===== src/verilog/fpp_loader_map.svh =====
`ifndef FPP_LOADER_MAP_SVH
`define FPP_LOADER_MAP_SVH

// Clock rate of clk
`define CLK_MHZ              20

// Width select codes
`define WIDTH_X8             2'h0
`define WIDTH_X16            2'h1
`define WIDTH_X32            2'h2

// Clock-to-word ratios
`define RATIO_ONE            4'h1
`define RATIO_TWO            4'h2
`define RATIO_FOUR           4'h4
`define RATIO_EIGHT          4'h8

// Status low pulse, least time
`define STATUS_LOW_MIN_US    268
`define STATUS_LOW_CYCLES    (`STATUS_LOW_MIN_US * `CLK_MHZ)

// Power-on hold of status
`define POR_DELAY_US         100
`define POR_DELAY_CYCLES     (`POR_DELAY_US * `CLK_MHZ)

// Initialization on the internal oscillator
`define INIT_OSC_MIN_US      175
`define INIT_OSC_CYCLES      (`INIT_OSC_MIN_US * `CLK_MHZ)

// Initialization on the user clock
`define USER_INIT_PERIODS    8576

// Falling edges after load complete
`define DONE_FALL_EDGES      2'h2

// Request low to status and load-complete low, longest time
`define REQ_RESP_MAX_NS      600
`define REQ_RESP_MAX_CYCLES  ((`REQ_RESP_MAX_NS * `CLK_MHZ) / 1000)

// Word buffer
`define BUF_WIDTH            32

`endif


===== src/verilog/fpp_loader_pkg.sv =====
package fpp_loader_pkg;

	typedef enum logic [2:0] {
		ST_POR       = 3'h0,
		ST_RESET     = 3'h1,
		ST_LOAD      = 3'h2,
		ST_DONE_WAIT = 3'h3,
		ST_INIT      = 3'h4,
		ST_USER      = 3'h5,
		ST_ERROR     = 3'h6
	} load_state_t;

	typedef logic [1:0] width_sel_t;

endpackage : fpp_loader_pkg


===== src/verilog/fast_parallel_config_loader.sv =====
// Overview of operation
// - x8 width: ratio 1 without decompression, 2 with it.
// - x16 width: ratio 1 plain, 2 with security only, 4 with decompression.
// - x32 width: ratio 1 plain, 4 with security only, 8 with decompression.
// - x8 uses lines 7..0, x16 uses 15..0, x32 all lines.
// - User mode: request, status, done high; request low restarts loading.
// - After power-up status stays low for the power-on delay.
// - Load complete low until the whole image arrived, then released.
// - Configuration clock ignored once two falling edges follow load complete; host keeps it defined.
// - With the option loaded, init complete low until initialization ends.
// - Request low drives load complete and status low within 600 ns.
// - Status low 268 to 1506 us; rises within 1506 us of request high.
// - Internal oscillator: user mode 175 to 437 us after load complete.
// - User init clock: user mode after 8576 user clock periods.
// - Each data word is captured on a rising configuration clock edge.
// - After loading the data lines become user pins per dual-purpose setting.
`timescale 1ns/1ns
`include "fpp_loader_map.svh"

module fast_parallel_config_loader #(
	parameter int unsigned STATUS_LOW_CYCLES = `STATUS_LOW_CYCLES,
	parameter int unsigned POR_DELAY_CYCLES  = `POR_DELAY_CYCLES,
	parameter int unsigned USER_INIT_PERIODS = `USER_INIT_PERIODS
) (
	// Clock and reset
	input  wire logic                            clk,
	input  wire logic                            rst_n,
	// Configuration options, from logic on clk
	input  wire fpp_loader_pkg::width_sel_t      width_sel,
	input  wire logic                            decompress_en,
	input  wire logic                            security_en,
	input  wire logic                            user_clock_opt,
	input  wire logic                            init_done_opt,
	input  wire logic                            dual_purpose_keep,
	input  wire logic [23:0]                     image_words,
	// Host pins
	input  wire logic                            config_clock,
	input  wire logic                            config_request_n,
	input  wire logic                            user_init_clock,
	input  wire logic [31:0]                     data_in,
	output logic [31:0]                          data_out,
	output logic [31:0]                          data_oe,
	input  wire logic                            config_status_n_in,
	output logic                                 config_status_n_out,
	output logic                                 config_status_n_oe,
	output logic                                 load_complete_out,
	output logic                                 load_complete_oe,
	output logic                                 init_complete_out,
	output logic                                 init_complete_oe,
	// Loaded words toward the core
	output logic                                 cfg_word_valid,
	input  wire logic                            cfg_word_ready,
	output logic [31:0]                          cfg_word,
	// User side of the data pins
	input  wire logic [31:0]                     user_pin_out,
	input  wire logic [31:0]                     user_pin_oe,
	output logic [31:0]                          user_pin_in,
	// Status
	output logic                                 user_mode,
	output logic                                 load_error
);

	logic [2:0]  clk_sync_ff;
	logic [1:0]  req_sync_ff;
	logic [1:0]  stat_sync_ff;
	logic [2:0]  uclk_sync_ff;
	logic [31:0] data_s1_ff;
	logic [31:0] data_s2_ff;
	logic        clk_rise;
	logic        clk_fall;
	logic        uclk_rise;
	logic        req_low;
	logic        stat_low;

	fpp_loader_pkg::load_state_t state_ff;
	fpp_loader_pkg::load_state_t nxt_state;
	logic [15:0] timer_ff;
	logic [15:0] nxt_timer;
	logic [3:0]  ratio_ff;
	logic [3:0]  nxt_ratio;
	logic [3:0]  phase_ff;
	logic [3:0]  nxt_phase;
	logic [23:0] words_ff;
	logic [23:0] nxt_words;
	logic [1:0]  falls_ff;
	logic [1:0]  nxt_falls;
	logic [31:0] lane_mask;
	logic        capture;
	logic        buf_in_ready;

	logic        status_oe_ff;
	logic        nxt_status_oe;
	logic        done_oe_ff;
	logic        nxt_done_oe;
	logic        init_oe_ff;
	logic        nxt_init_oe;
	logic        user_mode_ff;
	logic        nxt_user_mode;
	logic        error_ff;
	logic        nxt_error;
	logic [31:0] data_out_ff;
	logic [31:0] nxt_data_out;
	logic [31:0] data_oe_ff;
	logic [31:0] nxt_data_oe;

	function automatic logic [3:0] ratio_of(
		input fpp_loader_pkg::width_sel_t w,
		input logic                       dec,
		input logic                       sec
	);
		logic [3:0] r;
		r = `RATIO_ONE;
		case (w)
			`WIDTH_X8: begin
				r = dec ? `RATIO_TWO : `RATIO_ONE;
			end
			`WIDTH_X16: begin
				if (dec) begin
					r = `RATIO_FOUR;
				end else begin
					r = sec ? `RATIO_TWO : `RATIO_ONE;
				end
			end
			`WIDTH_X32: begin
				if (dec) begin
					r = `RATIO_EIGHT;
				end else begin
					r = sec ? `RATIO_FOUR : `RATIO_ONE;
				end
			end
			default: begin
				r = `RATIO_ONE;
			end
		endcase
		return r;
	endfunction : ratio_of

	function automatic logic lane_on(
		input fpp_loader_pkg::width_sel_t w,
		input int                         lane
	);
		logic on;
		on = 1'b0;
		case (w)
			`WIDTH_X8:  on = (lane == 0);
			`WIDTH_X16: on = (lane < 2);
			`WIDTH_X32: on = 1'b1;
			default:    on = (lane == 0);
		endcase
		return on;
	endfunction : lane_on

	// Unused byte lanes of narrow widths read as zero
	for (genvar g = 0; g < 4; g++) begin : g_lane
		assign lane_mask[g*8 +: 8] = {8{lane_on(width_sel, g)}};
	end

	// Two flops on every pin before any logic reads it
	always_ff @(posedge clk or negedge rst_n) begin
		if (!rst_n) begin
			clk_sync_ff  <= 3'h0;
			req_sync_ff  <= 2'h3;
			stat_sync_ff <= 2'h0;
			uclk_sync_ff <= 3'h0;
			data_s1_ff   <= 32'h0;
			data_s2_ff   <= 32'h0;
		end else begin
			clk_sync_ff  <= {clk_sync_ff[1:0], config_clock};
			req_sync_ff  <= {req_sync_ff[0], config_request_n};
			stat_sync_ff <= {stat_sync_ff[0], config_status_n_in};
			uclk_sync_ff <= {uclk_sync_ff[1:0], user_init_clock};
			data_s1_ff   <= data_in;
			data_s2_ff   <= data_s1_ff;
		end
	end

	// Edges taken from the second and third flops only
	assign clk_rise  = clk_sync_ff[1] & ~clk_sync_ff[2];
	assign clk_fall  = ~clk_sync_ff[1] & clk_sync_ff[2];
	assign uclk_rise = uclk_sync_ff[1] & ~uclk_sync_ff[2];
	assign req_low   = ~req_sync_ff[1];
	assign stat_low  = ~stat_sync_ff[1];

	// Only the first clock of each group of r carries a new word
	assign capture = (state_ff == fpp_loader_pkg::ST_LOAD) & clk_rise &
		(phase_ff == 4'h0) & ~stat_low;

	always_comb begin
		nxt_state     = state_ff;
		nxt_timer     = timer_ff;
		nxt_ratio     = ratio_ff;
		nxt_phase     = phase_ff;
		nxt_words     = words_ff;
		nxt_falls     = falls_ff;
		nxt_status_oe = status_oe_ff;
		nxt_done_oe   = done_oe_ff;
		nxt_init_oe   = init_oe_ff;
		nxt_user_mode = user_mode_ff;
		nxt_error     = error_ff;
		case (state_ff)
			fpp_loader_pkg::ST_POR: begin
				nxt_status_oe = 1'b1;
				nxt_done_oe   = 1'b1;
				nxt_timer     = timer_ff + 16'h1;
				if (timer_ff >= 16'(POR_DELAY_CYCLES - 1)) begin
					nxt_state = fpp_loader_pkg::ST_RESET;
					nxt_timer = 16'h0;
				end
			end
			fpp_loader_pkg::ST_RESET: begin
				nxt_status_oe = 1'b1;
				nxt_done_oe   = 1'b1;
				nxt_user_mode = 1'b0;
				nxt_init_oe   = 1'b0;
				nxt_error     = 1'b0;
				nxt_phase     = 4'h0;
				nxt_words     = 24'h0;
				nxt_falls     = 2'h0;
				if (timer_ff != 16'hffff) begin
					nxt_timer = timer_ff + 16'h1;
				end
				// Rise once both the least low time and request high hold
				if (!req_low &&
				    timer_ff >= 16'(STATUS_LOW_CYCLES - 1)) begin
					nxt_state     = fpp_loader_pkg::ST_LOAD;
					nxt_status_oe = 1'b0;
					nxt_ratio     = ratio_of(width_sel, decompress_en,
						security_en);
				end
			end
			fpp_loader_pkg::ST_LOAD: begin
				if (clk_rise && !stat_low) begin
					nxt_phase = (phase_ff == ratio_ff - 4'h1) ?
						4'h0 : phase_ff + 4'h1;
				end
				if (capture) begin
					nxt_words = words_ff + 24'h1;
				end
				// A word the buffer cannot take is an error on status
				if (capture && !buf_in_ready) begin
					nxt_state     = fpp_loader_pkg::ST_ERROR;
					nxt_status_oe = 1'b1;
					nxt_error     = 1'b1;
				end else if (words_ff == image_words &&
				             phase_ff == 4'h0) begin
					nxt_state   = fpp_loader_pkg::ST_DONE_WAIT;
					nxt_done_oe = 1'b0;
				end
			end
			fpp_loader_pkg::ST_DONE_WAIT: begin
				if (clk_fall) begin
					nxt_falls = falls_ff + 2'h1;
				end
				if (falls_ff == `DONE_FALL_EDGES) begin
					nxt_state   = fpp_loader_pkg::ST_INIT;
					nxt_timer   = 16'h0;
					nxt_init_oe = init_done_opt;
				end
			end
			fpp_loader_pkg::ST_INIT: begin
				// Clock pin no longer looked at from here on
				if (user_clock_opt) begin
					if (uclk_rise) begin
						nxt_timer = timer_ff + 16'h1;
					end
					if (timer_ff >= 16'(USER_INIT_PERIODS)) begin
						nxt_state = fpp_loader_pkg::ST_USER;
					end
				end else begin
					nxt_timer = timer_ff + 16'h1;
					if (timer_ff >= 16'(`INIT_OSC_CYCLES - 1)) begin
						nxt_state = fpp_loader_pkg::ST_USER;
					end
				end
				if (nxt_state == fpp_loader_pkg::ST_USER) begin
					nxt_init_oe   = 1'b0;
					nxt_user_mode = 1'b1;
				end
			end
			fpp_loader_pkg::ST_USER: begin
				nxt_user_mode = 1'b1;
			end
			fpp_loader_pkg::ST_ERROR: begin
				nxt_status_oe = 1'b1;
			end
			default: begin
				nxt_state = fpp_loader_pkg::ST_POR;
			end
		endcase
		// Request low restarts from any state but the power-on hold
		if (req_low && state_ff != fpp_loader_pkg::ST_POR) begin
			nxt_state     = fpp_loader_pkg::ST_RESET;
			nxt_status_oe = 1'b1;
			nxt_done_oe   = 1'b1;
			nxt_init_oe   = 1'b0;
			nxt_user_mode = 1'b0;
			if (state_ff != fpp_loader_pkg::ST_RESET) begin
				nxt_timer = 16'h0;
			end
		end
	end

	always_ff @(posedge clk or negedge rst_n) begin
		if (!rst_n) begin
			state_ff     <= fpp_loader_pkg::ST_POR;
			timer_ff     <= 16'h0;
			ratio_ff     <= `RATIO_ONE;
			phase_ff     <= 4'h0;
			words_ff     <= 24'h0;
			falls_ff     <= 2'h0;
			status_oe_ff <= 1'b1;
			done_oe_ff   <= 1'b1;
			init_oe_ff   <= 1'b0;
			user_mode_ff <= 1'b0;
			error_ff     <= 1'b0;
		end else begin
			state_ff     <= nxt_state;
			timer_ff     <= nxt_timer;
			ratio_ff     <= nxt_ratio;
			phase_ff     <= nxt_phase;
			words_ff     <= nxt_words;
			falls_ff     <= nxt_falls;
			status_oe_ff <= nxt_status_oe;
			done_oe_ff   <= nxt_done_oe;
			init_oe_ff   <= nxt_init_oe;
			user_mode_ff <= nxt_user_mode;
			error_ff     <= nxt_error;
		end
	end

	// Data pins hand over to user logic only in user mode
	always_comb begin
		nxt_data_out = 32'h0;
		nxt_data_oe  = 32'h0;
		if (nxt_user_mode && dual_purpose_keep) begin
			nxt_data_out = user_pin_out;
			nxt_data_oe  = user_pin_oe;
		end
	end

	always_ff @(posedge clk or negedge rst_n) begin
		if (!rst_n) begin
			data_out_ff <= 32'h0;
			data_oe_ff  <= 32'h0;
		end else begin
			data_out_ff <= nxt_data_out;
			data_oe_ff  <= nxt_data_oe;
		end
	end

	word_buffer u_buf (
		.clk       (clk),
		.rst_n     (rst_n),
		.in_valid  (capture),
		.in_ready  (buf_in_ready),
		.in_data   (data_s2_ff & lane_mask),
		.out_valid (cfg_word_valid),
		.out_ready (cfg_word_ready),
		.out_data  (cfg_word)
	);

	// Open-drain lines only ever pull low
	assign config_status_n_out = 1'b0;
	assign load_complete_out   = 1'b0;
	assign init_complete_out   = 1'b0;
	assign config_status_n_oe  = status_oe_ff;
	assign load_complete_oe    = done_oe_ff;
	assign init_complete_oe    = init_oe_ff;
	assign data_out            = data_out_ff;
	assign data_oe             = data_oe_ff;
	assign user_pin_in         = data_s2_ff;
	assign user_mode           = user_mode_ff;
	assign load_error          = error_ff;

endmodule : fast_parallel_config_loader


===== src/verilog/word_buffer.sv =====
`timescale 1ns/1ns
`include "fpp_loader_map.svh"

module word_buffer (
	// Clock and reset
	input  wire logic                   clk,
	input  wire logic                   rst_n,
	// Filling side
	input  wire logic                   in_valid,
	output logic                        in_ready,
	input  wire logic [`BUF_WIDTH-1:0]  in_data,
	// Draining side
	output logic                        out_valid,
	input  wire logic                   out_ready,
	output logic [`BUF_WIDTH-1:0]       out_data
);

	logic                  head_v_ff;
	logic                  nxt_head_v;
	logic [`BUF_WIDTH-1:0] head_d_ff;
	logic [`BUF_WIDTH-1:0] nxt_head_d;
	logic                  spare_v_ff;
	logic                  nxt_spare_v;
	logic [`BUF_WIDTH-1:0] spare_d_ff;
	logic [`BUF_WIDTH-1:0] nxt_spare_d;
	logic                  push;
	logic                  pop;

	// Ready from a flop: full only when the spare slot holds a word
	assign in_ready  = ~spare_v_ff;
	assign out_valid = head_v_ff;
	assign out_data  = head_d_ff;
	assign push      = in_valid & ~spare_v_ff;
	assign pop       = head_v_ff & out_ready;

	always_comb begin
		nxt_head_v  = head_v_ff;
		nxt_head_d  = head_d_ff;
		nxt_spare_v = spare_v_ff;
		nxt_spare_d = spare_d_ff;
		if (pop) begin
			nxt_head_v  = spare_v_ff;
			nxt_head_d  = spare_d_ff;
			nxt_spare_v = 1'b0;
		end
		if (push) begin
			if (!nxt_head_v) begin
				nxt_head_v = 1'b1;
				nxt_head_d = in_data;
			end else begin
				nxt_spare_v = 1'b1;
				nxt_spare_d = in_data;
			end
		end
	end

	always_ff @(posedge clk or negedge rst_n) begin
		if (!rst_n) begin
			head_v_ff  <= 1'b0;
			head_d_ff  <= '0;
			spare_v_ff <= 1'b0;
			spare_d_ff <= '0;
		end else begin
			head_v_ff  <= nxt_head_v;
			head_d_ff  <= nxt_head_d;
			spare_v_ff <= nxt_spare_v;
			spare_d_ff <= nxt_spare_d;
		end
	end

endmodule : word_buffer

===== config.mk =====
export PLATFORM = sky130hd
export DESIGN_NAME = fast_parallel_config_loader
export DESIGN_NICKNAME = d
export VERILOG_FILES = /design/src/verilog/fpp_loader_pkg.sv /design/src/verilog/fast_parallel_config_loader.sv /design/src/verilog/word_buffer.sv
export VERILOG_INCLUDE_DIRS = /design/src /design/src/verilog
export SDC_FILE = /design/constraint.sdc
export NUM_CORES = 1
export LEC_CHECK = 0
export BUFFER_PORTS_ARGS = -buffer_cell sky130_fd_sc_hd__buf_2
export CAP_MARGIN = 20
export CORE_MARGIN = 2
export CORE_UTILIZATION = 45
export DETAILED_ROUTE_END_ITERATION = 10
export PLACE_DENSITY = 0.82
export SYNTH_ARGS = -nofsm -noshare
export SYNTH_HDL_FRONTEND = slang
export SYNTH_SLANG_ARGS = --single-unit

===== constraint.sdc =====
create_clock -name clk -period 2.1 [get_ports clk]
set_clock_uncertainty 0.1 [all_clocks]
set_input_delay 0.105 -clock clk [delete_from_list [all_inputs] [get_ports clk]]
set_output_delay 0.105 -clock clk [all_outputs]
set_load 0.02 [all_outputs]

# Word level (Yosys, flattened, before mapping)
# Index checks and enable logic that the tools add are counted.
# totals
mem_count	0
inputBits	134
wordCells	162
mem_bits_ro	0
latchBits	0
mem_bits_rw	0
out_inout_bits	137
reg_bits	262
# classes
shifts	0
order_cmp	4
n_mul	0
n_bitwise	14
n_addsub	5
div	0
n_eq_ne	27
n_mux	60
reduce_logical	29
# op_table
cell	n
two-way mux 32 bit	5
two-way mux 16 bit	7
one-hot mux 16 bit (4 select lines)	1
one-hot mux 24 bit (2 select lines)	1
two-way mux 3 bit	12
AND 32 bit	1
adder 24 x 1 -> 24 bit, second input constant	1
== test 24 bit	1
two-way mux 24 bit	1
two-way mux 1 bit	18
one-hot mux 3 bit (6 select lines)	1
adder 16 x 1 -> 16 bit, second input constant	1
>= comparator 16 x 11 -> 1 bit, second input constant	1
>= comparator 16 x 12 -> 1 bit, second input constant	1
>= comparator 16 x 13 -> 1 bit, second input constant	1
>= comparator 16 x 14 -> 1 bit, second input constant	1
inequality test 16 bit, second input constant	1
AND reduction 2 bit	7
== test 3 bit, second input constant	4
two-way mux 4 bit	3
inequality test 3 bit, second input constant	4
one-hot mux 4 bit (3 select lines)	1
inequality test 3 x 1 -> 1 bit, second input constant	3
one-hot mux 1 bit (3 select lines)	3
28 further kinds	59

# Longest topological paths before layout
# logic_depth
ltp_word	10
mapped_depth	9
depth_no_buf	8

# Cells and area by module
# From an unflattened synthesis, not the netlist that was laid out.
# unflattened
hier_cells	899
hier_area_um2	10864.2
# by_module_without_submodules
module	area_per_inst_um2	cells_each	n_inst
fast_parallel_config_loader	8025.2	718	1
word_buffer	2839.0	181	1

# Worst setup path after synthesis
# OpenSTA, ideal clock, no wires.
# synth_path
path_kind	register to register
startpoint	reg timer_ff[0]
endpoint	reg ratio_ff[1]
arrival_time_ps	1984
setup_time_ps	125
path_buffers	1
slack_ps	-109
synth_period_minus_slack_ps	2209
path_stages_with_launch	9
cell_sequence	dfrtp_1 > ha_1 > a31oi_1 > a211oi_1 > nand4b_1 > o311a_1 > and3_1 > buf_2 > mux2_2
# synth_between
elab_chain_cells	3
# synth_rtl
element	line_no	text
start: declaration	fast_parallel_config_loader.sv:77	logic [15:0] timer_ff;
start signal: assignment	fast_parallel_config_loader.sv:318	timer_ff <= nxt_timer;
>= comparator 16 x 13 -> 1 bit	fast_parallel_config_loader.sv:224	timer_ff >= 16'(STATUS_LOW_CYCLES - 1)) begin
logical AND 1 bit	fast_parallel_config_loader.sv:223	if (!req_low &&
AND reduction 2 bit (no line)	-	
end signal: assignment	fast_parallel_config_loader.sv:307	ratio_ff <= `RATIO_ONE;
end signal: assignment	fast_parallel_config_loader.sv:319	ratio_ff <= nxt_ratio;
end: declaration	fast_parallel_config_loader.sv:79	logic [3:0] ratio_ff;
# No other way between the ends.
# A chain may end at the register's enable or synchronous reset.

# Worst setup path after layout
# layout_path
startpoint	reg timer_ff[1]
endpoint	reg timer_ff[11]
# layout_between
elab_chain_cells	6
elab_cells_between_ends	10
classes_between	add/sub: 1; order compare: 1; eq/ne: 1; mux: 7
# layout_rtl
element	line_no	text
adder 16 x 1 -> 16 bit	-	
two-way mux 16 bit	fast_parallel_config_loader.sv:263	if (uclk_rise) begin
two-way mux 16 bit	fast_parallel_config_loader.sv:262	if (user_clock_opt) begin
one-hot mux 16 bit (4 select lines) *	fast_parallel_config_loader.sv:200	case (state_ff)
two-way mux 16 bit	fast_parallel_config_loader.sv:297	if (state_ff != fpp_loader_pkg::ST_RESET) begin
two-way mux 16 bit *	fast_parallel_config_loader.sv:291	if (req_low && state_ff != fpp_loader_pkg::ST_POR) begin
net nxt_timer[11]	fast_parallel_config_loader.sv:78	logic [15:0] nxt_timer;
# The timed path passes the listed nets; every way through them passes the cells marked *.

==> impl_summary.md <==
Clocking
Buffers inserted during clock tree synthesis total 28. The clock slew seen by the registers of the worst setup and hold paths is 60 ps. The clock reaches the later pin of the worst-skew pair after 540 ps. TritonCTS built the clock tree. The clock passes through at most 3 buffers. The clock root buffer is clkbuf_16. The level count of the clock H-tree is 1. The number of clock sinks is 262.

Synth
The dominant cell by count in the synthesized netlist is dfrtp_1. Measured against the total synthesized area, the mux share comes to 4.54%. Summing the areas of all compound-gate instances in the mapped netlist gives 8.36% of the synthesized area. In this run, synthesis inferred 0 flip-flops with an integrated enable.

The largest total area in the synthesized netlist belongs to dfrtp_1. Summing the areas of all and, or, nand and nor instances in the mapped netlist gives 16.4% of the synthesized area. In this run, synthesis produced a sequential element count of 262. By area the synthesized netlist is led by dfrtp_1 (60%), nand2_1 (4.3%), and3_1 (4.2%). The primary flip-flop cell chosen by synthesis mapping is dfrtp_1. The synthesized netlist occupies a cell area of 10700 um2. Summed over its instances, the top area cell type makes up 60.3% of the synthesized netlist area. Counting every instance in the synthesized netlist gives 962. The proportion of synthesized flip-flops having asynchronous set or reset is 100%. The largest family of logic cells by synthesized area is simple AND/OR/NAND/NOR gates.

Summing the sequential cell areas from Yosys gives 61.5% of the chip area. The total of warnings raised by yosys is 0. The area share of xor/xnor cells in the synthesized design is 4.19%.

In this run the mean area of a mapped cell was 11.1 um2. The number of different library cells used by synthesis comes to 64. After synthesis, the most frequently instantiated cells are dfrtp_1 (257), nand2_1 (122), and3_1 (72).

Of the total synthesized cell area, the portion taken by full adders, half adders and majority gates is 1.29%.

Global route
The global-route usage over all layers is 23.3%. The number of antenna violations at the first check in global routing is 1. The total global routing overflow is 0. The via count of the first global-routing pass is 9214. The global-route wire length before repair is 46100 um. Entering global routing, the biggest net connects 67 pins.

STA
The transition time of the tightest slew-check pin is 831 ps. The portion of the clock cycle consumed by the worst path in the final layout is 106%. Static timing analysis puts the maximum clock frequency at 448 MHz. After layout, the worst setup slack is -132 ps. The worst max-slew margin expressed relative to the limit is 44.6%. The count of endpoints failing setup in the final report is 32.

The post-layout minimum cycle time is 2230 ps. The max-slew violation count was 0. The hold violation count in the final report came to 0.

Setup repair after global routing could not meet its margin everywhere.

Setup path
The worst setup path is of the register to register kind. Along the worst path, the maximum fanout reaches 4. The required time of the critical path is 2440 ps.

The launching element type of the critical path is a register. Data arrives at the worst endpoint at 2570 ps. The worst setup path is captured at a register. The setup check on the worst reg-to-reg path leaves a slack of -130 ps.

Cells and area
The number of nets in the final layout is 1548. The combined flip-flop and latch cell area is 6570 um2. For this run, the number of standard cells in the final layout without fillers is 1744. The layout overhead on the synthesized area is 49.1%. The multi-input combinational cells in the finished layout cover a total of 4350 um2. The filler cells instantiated in the layout total 1691.

Of the cells placed in the final design, the portion with a size suffix greater than 1 is 40.1%.

Power and ir drop
Total power for the finished layout comes to 0.0152 W. The largest vdd supply drop is 0.000629 V. The static power due to leakage is 8.08 nW. In this run the power density over the cells is 957 nW/um2.

Routing
The total number of vias is 9229. After detailed routing, the number of remaining DRC violations is 0. The routed length per placed instance is 18.6 um. The first routing iteration left 691 violations.

After detailed routing, the number of vias per cell comes to 5.29. The overall routed net length is 32400 um. The first detailed-routing pass took 7 iterations.

Once detail routing completed, the nets flagged for antenna violations numbered 0.

Die
In this run the vertical extent of the chip is 158 um. After floorplanning, the core was sized to cover 23400 um2. The die covers 25000 um2.

After floorplanning, the core was divided into 56 placement rows. The starting density of the core is 45.6%. The die width is 158 um. The top-level port count is 271.

Run status
The flow ran to the end, but the final reports show violations. The final reports fail on setup timing.

Min path
The class of the most critical hold timing path is primary input to register.

Placement
The HPWL after detailed placement is 18500 um. The count of buffers inserted at the top-level ports is 267. Before CTS, the worst setup slack after placement is -108 ps. The number of placed instances, taps included, is 1557.

The global placement routability congestion is 0.931.

Run
The max-cap violation count is 0.
cells in the final DEF (no fill, tap or decap), types with 13 or more instances in the layout:
master         instances
clkbuf_16             35
nand3_1               15
nand2_2               14
buf_2                266
o21ai_0               25
xnor2_1               15
dlygate4sd3_1        107
buf_4                 70
nor2_1                53
xor2_1                35
o21ai_1               28
buf_12                14
nor3_1                13
a21oi_1               22
mux2_2                32
and3_1                71
dfrtp_1              251
nand4_1               13
o21ai_2               19
nand2_1               94
inv_1                 20
nand2_4               15
worst max-delay path, stage by stage (launching register included):
cell and delay, ps:
dfrtp_1 400, ha_4 190, nand4_1 120, or4_4 490
or3_4 440, o211ai_2 90, nand2_1 90, o32ai_2 230
metrics by stage:
stage	area, um2	utilization, %	hold slack (ps)	TNS, ps
2_1_floorplan	10700	-	-291	-72.9
3_3_place_gp	12800	54.7	-55.6	-985
3_5_place_dp	12800	54.7	-52.5	-1120
4_1_cts	15000	63.9	19.6	-109
5_1_grt	15900	68.0	88.3	-9380
6_report	15900	68.0	59.2	-1190
what timing repair did:
action	4_1_cts	5_1_grt
endpoints found under the hold margin	364	0
pin swaps	6	37
buffers inserted	2	14
hold buffers	107	0
setup endpoints to repair	29	158
resized for setup	14	182
cloned	1	11
kinds of logic after synthesis:
family,count (synthesis)
multiplexers,44
AO/OA/AOI/OAI,153
flip-flops,262
XOR/XNOR,51
buffers and inverters,88
other,1
adder cells (fa/ha/maj),11
AND/OR/NAND/NOR,352
per-layer routing:
layer	part of all wire [%]	wire length, um	global-route usage, %	vias up
met5	0	0	0	-
li1	-	-	-	4183
met1	40	12800	28.3	4586
met2	51	16600	40.8	378
met4	3.5	1120	8.92	0
met3	5.8	1890	5.04	82
sequential cells by signal (all words and copies together) (netlist names), 4 cells and up:
signal            count
u_buf.spare_d_ff     32
data_oe              32
phase_ff              4
u_buf.out_data       32
user_pin_in          32
ratio_ff              4
data_out             32
words_ff             24
data_s1_ff           32
timer_ff             16
power breakdown:
part	switching, W	internal [W]
Sequential	0.000284	0.00550
Combinational	0.00240	0.00186
Clock	0.00200	0.00319
worst paths after layout:
| path | endpoint | cells after the start | startpoint |
|---|---|---|---|
| max | timer_ff[11] | 7 | timer_ff[1] |
| min | ratio_ff[2] | 5 | security_en |
| max reg2reg | timer_ff[11] | 7 | timer_ff[1] |
| min reg2reg | user_pin_in[31] | 0 | data_s1_ff[31] |
| max in group asynchronous | ratio_ff[0] | 4 | rst_n |
| min in group asynchronous | data_s1_ff[0] | 3 | rst_n |
layout make-up:
type | count | share of cell area, %
Multi-Input combinational cell | 614 | 27.3
Timing Repair Buffer | 475 | 22.2
Sequential cell | 262 | 41.3
Clock buffer | 42 | 5.17
Inverter | 22 | 0.519
Antenna cell | 1 | 0.0157
Tap cell | 319 | 2.51
Clock inverter | 9 | 1.01
No activity file was read; power rests on OpenSTA's default activity.
